==> src/common/sru_params.svh <==
// Constants for the serial receive unit: register offsets, bit positions,
// reset values and sampling figures. Included by the package and the bench.
`ifndef SRU_PARAMS_SVH
`define SRU_PARAMS_SVH

// ****************************************************************
// Register offsets
// ****************************************************************
`define SRU_AW 3
`define SRU_OFS_DATA 3'h0
`define SRU_OFS_CSRA 3'h1
`define SRU_OFS_CSRB 3'h2
`define SRU_OFS_CSRC 3'h3
`define SRU_OFS_BAUD 3'h4

// ****************************************************************
// Bit positions
// ****************************************************************
`define SRU_A_RXC 7
`define SRU_A_FE 4
`define SRU_A_DOR 3
`define SRU_A_PE 2
`define SRU_A_U2X 1
`define SRU_B_RXCIE 7
`define SRU_B_RXEN 4
`define SRU_B_UCSZ2 2
`define SRU_B_RXB8 1
`define SRU_C_SYNC 6
`define SRU_C_UPM1 5
`define SRU_C_UPM0 4
`define SRU_C_USBS 3
`define SRU_C_UCSZ_HI 2
`define SRU_C_UCSZ_LO 1

// ****************************************************************
// Reset values and sampling
// ****************************************************************
`define SRU_UCSZ_RST 2'h3
`define SRU_BAUD_RST 8'h00
`define SRU_SPB_NORM 5'h10
`define SRU_SPB_DBL 5'h08
`define SRU_VOTE_NORM 5'h08
`define SRU_VOTE_DBL 5'h04
`define SRU_VOTE_SPAN 5'h02
`define SRU_BUF_DEPTH 2'h2
`define SRU_DATA_MAX 4'h9

`endif

==> src/common/sru_pkg.sv <==
// Types shared by the serial receive unit and its bench.
// Assumes sru_params.svh is on the include path.
package sru_pkg;
`include "sru_params.svh"

    typedef enum logic [3:0] {
        SRU_IDLE  = 4'b0001,
        SRU_START = 4'b0010,
        SRU_DATA  = 4'b0100,
        SRU_STOP  = 4'b1000
    } sru_rx_e;

    typedef struct packed {
        logic [`SRU_AW-1:0] addr;
        logic [7:0] wdata;
        logic wr;
        logic rd;
    } sru_bus_s;

    typedef struct packed {
        logic [8:0] data;
        logic fe;
        logic dor;
        logic pe;
    } sru_entry_s;

    typedef struct packed {
        sru_rx_e fsm;
        logic [4:0] sc;
        logic [1:0] vote;
        logic lastSample;
        logic [3:0] bc;
        logic [8:0] sh;
        logic pbit;
        logic [7:0] baudCnt;
        logic xckPrev;
        sru_entry_s waitEnt;
        logic waitVld;
        logic lost;
        sru_entry_s [1:0] fifo;
        logic rdPtr;
        logic wrPtr;
        logic [1:0] cnt;
        logic rxen;
        logic rxcie;
        logic u2x;
        logic syncMode;
        logic upm1;
        logic upm0;
        logic usbs;
        logic [2:0] ucsz;
        logic [7:0] baud;
        logic [7:0] rdData;
    } sru_state_s;
endpackage

==> src/hw/sru_receiver.sv <==
// Receive half of a serial port with a two-entry frame buffer.
// Assumes a single-cycle register port and pins synchronous to ref_clk.
//
// Overview of operation
// - Setting receive enable hands the serial input pin to the receiver.
// - Synchronous mode samples data on the external transfer clock.
// - Reception starts on a valid start bit; bits shift in until first stop.
// - Only the first stop bit is checked; a second one is ignored.
// - After the first stop bit the frame moves into the receive buffer.
// - Unused upper data bits read zero for characters under eight bits.
// - Nine-bit frames show the ninth bit in a status bit, read first.
// - Reading data advances the buffer; ninth bit and flags follow.
// - Receive complete is one while the buffer holds unread frames.
// - Clearing receive enable flushes the buffer and clears receive complete.
// - Disable acts at once, drops the frame and releases the pin.
// - Interrupt request stands while flag, enable and global enable are set.
// - Error flags are stored with their frame; status is read before data.
// - Writes never change error flags; software writes zeros there.
// - Error flags never raise an interrupt.
// - Framing error shows the first stop bit of the readable frame.
// - Overrun when buffer full, frame waiting and a new start is seen.
// - Overrun indication clears when a frame enters the buffer.
// - Parity check runs only with its enable bit; odd bit picks the sense.
// - Parity error marks a mismatch seen with checking on; else zero.
// - Sixteen samples per bit, eight in double speed.
// - Start bit kept by majority of samples 8, 9 and 10 (4, 5 and 6 in double speed); else rejected.
`timescale 1ns/1ps

module sru_receiver
    import sru_pkg::*;
(
    // Clock and reset
    input wire logic ref_clk,
    input wire logic rst,
    // Register port
    input wire sru_bus_s bus,
    output logic [7:0] rdData,
    // Serial pins
    input wire logic serialInPin,
    input wire logic xckPin,
    output logic pinOverride,
    // Interrupt
    input wire logic globalIntEn,
    output logic rxIrq
);

    // ****************************************************************
    // State and combinational helpers
    // ****************************************************************
    sru_state_s st;
    sru_state_s nxt_st;

    logic pin;
    logic tick;
    logic xckRise;
    logic bitEvt;
    logic bitVal;
    logic startOk;
    logic frameDone;
    logic pop;
    logic push;
    logic [1:0] cntAfter;
    logic [3:0] nbits;
    logic [3:0] frameLen;
    logic [4:0] spb;
    logic [4:0] vFirst;
    logic [8:0] frameData;
    sru_entry_s doneEnt;
    sru_entry_s pushEnt;
    sru_entry_s head;
    logic [7:0] rv;
    logic busy;

    assign head = st.fifo[st.rdPtr];
    assign busy = (st.cnt != 2'h0);

    always_comb begin
        nxt_st = st;
        nxt_st.rdData = 8'h00;
        pin = st.rxen ? serialInPin : 1'b1;
        // Compare by range so lowering the divisor never stalls a full counter wrap
        tick = (st.baudCnt >= st.baud);
        xckRise = st.syncMode && xckPin && !st.xckPrev;
        bitEvt = 1'b0;
        bitVal = 1'b1;
        startOk = 1'b0;
        frameDone = 1'b0;
        push = 1'b0;
        pushEnt = st.waitEnt;
        doneEnt = '0;
        rv = 8'h00;
        // Reserved sizes fall back to eight bits
        case (st.ucsz)
            3'h0: nbits = 4'h5;
            3'h1: nbits = 4'h6;
            3'h2: nbits = 4'h7;
            3'h7: nbits = `SRU_DATA_MAX;
            default: nbits = 4'h8;
        endcase
        frameLen = nbits + {3'h0, st.upm1};
        spb = st.u2x ? `SRU_SPB_DBL : `SRU_SPB_NORM;
        vFirst = st.u2x ? `SRU_VOTE_DBL : `SRU_VOTE_NORM;
        nxt_st.xckPrev = xckPin;
        nxt_st.baudCnt = tick ? 8'h00 : st.baudCnt + 8'h01;
        if (tick) begin
            nxt_st.lastSample = pin;
        end

        // ****************************************************************
        // Bit sampling
        // ****************************************************************
        if (st.syncMode) begin
            bitEvt = xckRise && (st.fsm != SRU_IDLE);
            bitVal = pin;
        end else if (tick && (st.fsm != SRU_IDLE)) begin
            if (st.sc >= vFirst && st.sc < vFirst + `SRU_VOTE_SPAN) begin
                nxt_st.vote = {st.vote[0], pin};
            end
            if (st.sc == vFirst + `SRU_VOTE_SPAN) begin
                bitEvt = 1'b1;
                bitVal = (st.vote[1] & st.vote[0]) | (st.vote[1] & pin)
                    | (st.vote[0] & pin);
            end
            nxt_st.sc = (st.sc == spb) ? 5'h01 : st.sc + 5'h01;
        end

        // ****************************************************************
        // Frame sequencer
        // ****************************************************************
        case (st.fsm)
            SRU_IDLE: begin
                if (st.syncMode) begin
                    if (xckRise && !pin) begin
                        nxt_st.fsm = SRU_DATA;
                        nxt_st.bc = 4'h0;
                        startOk = 1'b1;
                    end
                end else if (tick && st.lastSample && !pin) begin
                    // This sample is number one of the start bit
                    nxt_st.fsm = SRU_START;
                    nxt_st.sc = 5'h02;
                end
            end
            SRU_START: begin
                if (bitEvt) begin
                    if (bitVal) begin
                        nxt_st.fsm = SRU_IDLE;
                    end else begin
                        nxt_st.fsm = SRU_DATA;
                        nxt_st.bc = 4'h0;
                        startOk = 1'b1;
                    end
                end
            end
            SRU_DATA: begin
                if (bitEvt) begin
                    if (st.bc < nbits) begin
                        nxt_st.sh = {bitVal, st.sh[8:1]};
                    end else begin
                        nxt_st.pbit = bitVal;
                    end
                    nxt_st.bc = st.bc + 4'h1;
                    if (st.bc + 4'h1 == frameLen) begin
                        nxt_st.fsm = SRU_STOP;
                    end
                end
            end
            SRU_STOP: begin
                if (bitEvt) begin
                    // Back to idle at once: a second stop bit is never waited for
                    nxt_st.fsm = SRU_IDLE;
                    frameDone = 1'b1;
                end
            end
            default: nxt_st.fsm = SRU_IDLE;
        endcase

        // Data sits LSB first at the top of the shifter; align it down
        frameData = st.sh >> (`SRU_DATA_MAX - nbits);
        doneEnt.data = frameData;
        doneEnt.fe = !bitVal;
        doneEnt.pe = st.upm1 && (st.pbit ^ (^frameData) ^ st.upm0);

        // ****************************************************************
        // Receive buffer
        // ****************************************************************
        pop = bus.rd && (bus.addr == `SRU_OFS_DATA) && busy;
        cntAfter = st.cnt - {1'b0, pop};
        if (st.waitVld && cntAfter < `SRU_BUF_DEPTH) begin
            push = 1'b1;
            pushEnt = st.waitEnt;
            nxt_st.waitVld = 1'b0;
        end
        if (frameDone) begin
            if (!push && !st.waitVld && cntAfter < `SRU_BUF_DEPTH) begin
                push = 1'b1;
                pushEnt = doneEnt;
            end else begin
                nxt_st.waitEnt = doneEnt;
                nxt_st.waitVld = 1'b1;
            end
        end
        if (startOk && st.waitVld && cntAfter == `SRU_BUF_DEPTH) begin
            // Shifter is about to be reused; the waiting frame is lost
            nxt_st.waitVld = 1'b0;
            nxt_st.lost = 1'b1;
        end
        if (push) begin
            pushEnt.dor = st.lost;
            nxt_st.fifo[st.wrPtr] = pushEnt;
            nxt_st.wrPtr = !st.wrPtr;
            nxt_st.lost = 1'b0;
        end
        nxt_st.rdPtr = st.rdPtr ^ pop;
        nxt_st.cnt = cntAfter + {1'b0, push};

        // ****************************************************************
        // Register writes
        // ****************************************************************
        if (bus.wr) begin
            case (bus.addr)
                `SRU_OFS_CSRA: begin
                    // Error flag positions are read-only
                    nxt_st.u2x = bus.wdata[`SRU_A_U2X];
                end
                `SRU_OFS_CSRB: begin
                    nxt_st.rxcie = bus.wdata[`SRU_B_RXCIE];
                    nxt_st.rxen = bus.wdata[`SRU_B_RXEN];
                    nxt_st.ucsz[2] = bus.wdata[`SRU_B_UCSZ2];
                end
                `SRU_OFS_CSRC: begin
                    nxt_st.syncMode = bus.wdata[`SRU_C_SYNC];
                    nxt_st.upm1 = bus.wdata[`SRU_C_UPM1];
                    nxt_st.upm0 = bus.wdata[`SRU_C_UPM0];
                    nxt_st.usbs = bus.wdata[`SRU_C_USBS];
                    nxt_st.ucsz[1:0] = bus.wdata[`SRU_C_UCSZ_HI:`SRU_C_UCSZ_LO];
                end
                `SRU_OFS_BAUD: nxt_st.baud = bus.wdata;
                default: ;
            endcase
        end

        // Disable overrides everything else in the same cycle
        if (!nxt_st.rxen) begin
            nxt_st.fsm = SRU_IDLE;
            nxt_st.cnt = 2'h0;
            nxt_st.rdPtr = 1'b0;
            nxt_st.wrPtr = 1'b0;
            nxt_st.waitVld = 1'b0;
            nxt_st.lost = 1'b0;
            nxt_st.lastSample = 1'b1;
            nxt_st.baudCnt = 8'h00;
        end

        // ****************************************************************
        // Register reads
        // ****************************************************************
        case (bus.addr)
            `SRU_OFS_DATA: rv = busy ? head.data[7:0] : 8'h00;
            `SRU_OFS_CSRA: begin
                rv[`SRU_A_RXC] = busy;
                rv[`SRU_A_FE] = busy && head.fe;
                rv[`SRU_A_DOR] = busy && head.dor;
                rv[`SRU_A_PE] = busy && head.pe;
                rv[`SRU_A_U2X] = st.u2x;
            end
            `SRU_OFS_CSRB: begin
                rv[`SRU_B_RXCIE] = st.rxcie;
                rv[`SRU_B_RXEN] = st.rxen;
                rv[`SRU_B_UCSZ2] = st.ucsz[2];
                rv[`SRU_B_RXB8] = busy && head.data[8];
            end
            `SRU_OFS_CSRC: begin
                rv[`SRU_C_SYNC] = st.syncMode;
                rv[`SRU_C_UPM1] = st.upm1;
                rv[`SRU_C_UPM0] = st.upm0;
                rv[`SRU_C_USBS] = st.usbs;
                rv[`SRU_C_UCSZ_HI:`SRU_C_UCSZ_LO] = st.ucsz[1:0];
            end
            `SRU_OFS_BAUD: rv = st.baud;
            default: rv = 8'h00;
        endcase
        if (bus.rd) begin
            nxt_st.rdData = rv;
        end
    end

    always_ff @(posedge ref_clk or posedge rst) begin
        if (rst) begin
            st <= '0;
            st.fsm <= SRU_IDLE;
            st.lastSample <= 1'b1;
            st.ucsz <= {1'b0, `SRU_UCSZ_RST};
            st.baud <= `SRU_BAUD_RST;
        end else begin
            st <= nxt_st;
        end
    end

    // ****************************************************************
    // Outputs
    // ****************************************************************
    assign rdData = st.rdData;
    assign pinOverride = st.rxen;
    // Only the buffer level feeds the request, never the error flags
    assign rxIrq = st.rxcie && globalIntEn && busy;
endmodule

==> config.mk <==
export PLATFORM = sky130hd
export DESIGN_NAME = sru_receiver
export DESIGN_NICKNAME = d
export VERILOG_FILES = /design/src/common/sru_pkg.sv /design/src/hw/sru_receiver.sv
export VERILOG_INCLUDE_DIRS = /design/src /design/src/common
export SDC_FILE = /design/constraint.sdc
export NUM_CORES = 1
export LEC_CHECK = 0
export ABC_AREA = 1
export BUFFER_PORTS_ARGS = -buffer_cell sky130_fd_sc_hd__buf_2
export CORE_ASPECT_RATIO = 1.1
export CORE_MARGIN = 2
export CORE_UTILIZATION = 56
export DETAILED_ROUTE_END_ITERATION = 8
export PLACE_DENSITY = 0.79
export REMOVE_ABC_BUFFERS = 1
export SKIP_LAST_GASP = 1
export SLEW_MARGIN = 20
export SYNTH_ARGS = -nofsm -noshare
export SYNTH_HDL_FRONTEND = slang
export SYNTH_SLANG_ARGS = --single-unit
==> constraint.sdc <==
create_clock -name ref_clk -period 3.1 [get_ports ref_clk]
set_input_delay 0.31 -clock ref_clk [delete_from_list [all_inputs] [get_ports ref_clk]]
set_output_delay 0.31 -clock ref_clk [all_outputs]
set_load 0.03 [all_outputs]
# Yosys cells after proc, flatten, opt, wreduce, memory -nomap -nowiden
# Index checks and enable logic that the tools add are counted.
# totals
reg_bits	102
latchBits	0
ram_bits	0
mem_bits_ro	0
out_inout_bits	10
wordCells	216
n_memories	0
# op_classes
n_addsub	8
multipliers	0
div	0
magnitude_cmp	8
eq_ne	30
shift	1
mux	78
n_bitwise	11
n_reduce_logical	44
# ops
cell	count
$mux 12	5
$mux 4	14
$mux 8	5
$pmux 4 s4	2
$mux 1	25
$mux 25	1
$bwmux 24	1
$logic_and 1x1->1	23
$mux 5	4
$mux 18	1
$mux 9	2
$mux 14	1
$mux 7	2
$demux 12 s1	1
$ne 3x3->1 const B	4
$pmux 4 s3	1
$reduce_and 6->1	2
$eq 5x5->1	2
$mux 2	5
$ne 2x2->1 const B	5
$pmux 2 s5	1
$reduce_and 2->1	5
$eq 3x2->1 const B	3
$reduce_and 3->1	3
other kinds (42)	62

# Depth between registers and ports, before layout
# depth
depth_word	15
depth_mapped	24
ltp_nobuf	23

# Least setup slack after synthesis
# Ideal clock, no wire load.
# synth_timing
path_kind	register -> register
from	register st[17] (netlist name)
to	register (tool-made name)
setup_ns	0.117
t_arrival_ns	2.366
path_slack_ns	0.616
stages_incl_launch_ff	22
period_less_slack_ns	2.484
cell_sequence	dfstp_2 -> inv_1 -> nand2_1 -> nand3_2 -> buf_4 -> ha_1 -> inv_1 -> nand3_2 -> inv_2 -> nand3_1 -> nand2_1 -> nand3_1 -> nand2_1 -> nand2_1 -> nand2_1 -> inv_1 -> nand2_1 -> nand2_1 -> nand2_1 -> nand2_1 -> nand3_1 -> nand2_1
# synth_rtl
element	line_no	rtl
start: declaration	sru_receiver.sv:50	sru_state_s st;
start signal: assignment	sru_receiver.sv:296	st <= nxt_st;

==> metrics <==
Via-to-Cell Ratio roughly 5.5; Critical Path Stages 22; Max Freq 365.1 MHz; Worst slew margin 0.4472; Overall Global Routing Usage 0.2589; Initial Utilization 0.5773; final core occ 0.6251; Post-route DRC 0; outcome complete, no violations; H-tree Lvls 3; crit path kind register to register; synth warn 0; post-route non-filler standard cell count between 900 and 1000; Area Overhead vs Synth 8.281%; crit path cell chain inv_1 -> nand2_1 -> nand3_2 -> ha_1 -> inv_1 -> nand3_2 -> inv_2 -> nand2_1 -> nand2_1 -> nand2_1 -> inv_1 -> nand2_1 -> nand2_1 -> nand2_1 -> nand2_1 -> inv_1 -> nand2_1 -> nand2_1 -> nand2_1 -> nand2_1 -> nand3_1 -> nand2_1; Layout Skew 11.36 ps; number of port buffers 27; setup slack, reg-to-reg approximately 360 ps; Clock transition at path regs approximately 80 ps; die area ~12000 um^2; Worst Hold Class primary input to register; Yosys cell types 53; power density cells 633.5 nW/um^2; Leak roughly 3.3 nW; top_reg_cell synth dfrtp_1; Pre-Repair DR Iteration Count 5; P_sw about 1.6 mW; synthesized cell area around 6000 um^2; first-iteration detailed-routing DRC count approximately 350; Post CTS Setup Buffer Count 0; clock sinks a little over 100; DR WL/cell around 15 um; # hold bufs at CTS 0; fill cell count roughly 940; GRT Residual Overflow 0; Seq/Total Area, Yosys 0.4242; fin nets approximately 840; critical path's largest stage delay a little under 600 ps; placed cell count ~930; n_diodes 0; r2r worst-path depth 22; combinational share of power 0.334; Die Span X 102.9 um; pin count of the biggest net entering global routing 65; Crit path max-delay family simple AND/OR/NAND/NOR gates; GP Congestion slightly above 0.9; Inserted Clock Buffers 9; Synth area leaders dfrtp_1 41%, nand2_1 13%, inv_1 6.5%; fin. max-slew vios 0; WL final 14040 um; unrepaired setup endpoints after global routing no; Total Power 4.135 mW; final hold viol count 0; WP buf/inv 5; final hold slack between 90 and 100 ps; share of cells above drive strength 1 0.1217; Core ar. roughly 10000 um^2; TritonCTS clock tree done; Critical Path RT between 3000 and 4000 ps; # IOs 28; Synth Instances between 700 and 800; slowest cell on the critical path dfstp_2; CTS Root Cell clkbuf_16; Post-Route Setup TNS 0 ps; final setup vio count 0; crit-path most repeated cell nand2_1; register share of total power 0.395; async set-reset flop share out of synthesis 1.000; vias in the first global route around 5100; Sw Ratio 0.3883; Vias 5202; Critical Path Start Type register; synthesized flop and latch total roughly 100; Worst Tran Pin Value slightly above 800 ps; dpl ws roughly 380 ps; initial antenna violation count 0; Avg Inst Size Synth roughly 7.7 um^2; most common cell after layout, fill and taps aside nand2_1; Worst Path Arrival about 3000 ps; VDD IR max roughly 0.00036 V; CTS Buffer Depth 2; row cnt 39; commonest cells after routing, fill and taps aside 214 x nand2_1, 103 x inv_1, 98 x dfrtp_1, 67 x o21ai_0, 59 x nand3_1; Crit. End Element register; Hold Path Stages 1; post-route ant nets 0; post-synth top area cell dfrtp_1; Power Internal 2.530 mW; Post-Layout Inst Area 6528 um^2; Final period util 0.8835; die height 112.8 um; fin crit period about 2700 ps; Max FO, Critical Path 7; Post-synth EDFFs 0; Cell Area, Placed 6240 um^2; post-DP HPWL between 10000 and 15000 um; final worst setup slack about 360 ps; first-pass GRT wire length approximately 24000 um; post_cts resized 0; clock power share 0.271; Clock Latency Late Sink around 360 ps; Max Cap Viol 0; area fraction of the dominant cell type after synthesis 0.4068
## final timing paths
kind                            end      from
max                        register    st[17]
min                          st[68]    xckPin
max reg2reg                register    st[17]
min reg2reg                register  register
max in group asynchronous    st[60]       rst
min in group asynchronous   st[100]       rst
## power groups by stage
| stage | Sequential (mW) | Combinational, mW | Clock (mW) |
|---|---|---|---|
| global placement | 1.65 | 1.31 | 0 |
| finish | 1.63 | 1.38 | 1.12 |
| global route | 1.65 | 1.58 | 1.20 |
| floorplan | 1.62 | 1.04 | 0 |
| detailed placement | 1.65 | 1.37 | 0 |
| CTS | 1.63 | 1.38 | 1.13 |
## area by class of cell
| type | instances | area (um^2) | share of cell area |
|---|---|---|---|
| flip-flops and latches | 102 | 2557 | 0.3918 |
| clock inverters | 6 | 48.80 | 0.007476 |
| repair buffers | 35 | 207.7 | 0.03182 |
| clock buffers | 10 | 239.0 | 0.03661 |
| inverters | 111 | 421.7 | 0.06460 |
| multi-input cells | 541 | 2874 | 0.4403 |
| well taps | 143 | 178.9 | 0.02741 |
## cell families (layout without fill, tap and decap cells)
| logic type | Yosys count | after routing | synth area share |
|---|---|---|---|
| compound gates | 134 | 134 | 0.1295 |
| xor+xnor | 14 | 14 | 0.02034 |
| fa+ha+maj | 24 | 24 | 0.04981 |
| buf+inv | 138 | 162 | 0.09900 |
| flops | 102 | 102 | 0.4242 |
| mux | 3 | 3 | 0.005189 |
| simple gates | 366 | 366 | 0.2719 |
## routing by layer
| layer | global-route usage | wire length [um] | vias to the layer above |
|---|---|---|---|
| li1 | - | - | 2546 |
| met1 | 0.3398 | 6078 | 2463 |
| met2 | 0.4242 | 6833 | 161 |
| met3 | 0.03150 | 682 | 32 |
| met4 | 0.1211 | 442 | 0 |
| met5 | 0 | 0 | - |
## worst register-to-register path, cell delays in order (launching register included)
cell and delay, ps:
dfstp_2 590, inv_1 90, nand2_1 80, nand3_2 70
ha_1 350, inv_1 180, nand3_2 140, inv_2 130
nand2_1 110, nand2_1 80, nand2_1 90, inv_1 60
nand2_1 60, nand2_1 60, nand2_1 50, nand2_1 70
inv_1 40, nand2_1 50, nand2_1 50, nand2_1 70
nand2_1 70, nand3_1 80, nand2_1 60
## cells in the mapped netlist (3+ instances only)
| cell | number |
|---|---|
| a21oi_1 | 24 |
| nand2_4 | 4 |
| o21ai_1 | 9 |
| dfstp_2 | 4 |
| a221oi_1 | 3 |
| or2_2 | 3 |
| nand2_1 | 214 |
| o21ai_0 | 67 |
| o21ai_2 | 8 |
| nor2_1 | 50 |
| ha_1 | 24 |
| nor2_4 | 3 |
| inv_2 | 4 |
| buf_4 | 10 |
| dfrtp_1 | 98 |
| nor3_1 | 8 |
| clkbuf_1 | 6 |
| a31oi_1 | 4 |
| xnor2_1 | 4 |
| buf_6 | 4 |
| nand3_2 | 7 |
| xor2_1 | 10 |
| inv_1 | 104 |
| nand2_2 | 6 |
| nand3_1 | 59 |
| buf_2 | 7 |
No activity file was read; power rests on OpenSTA's default activity.
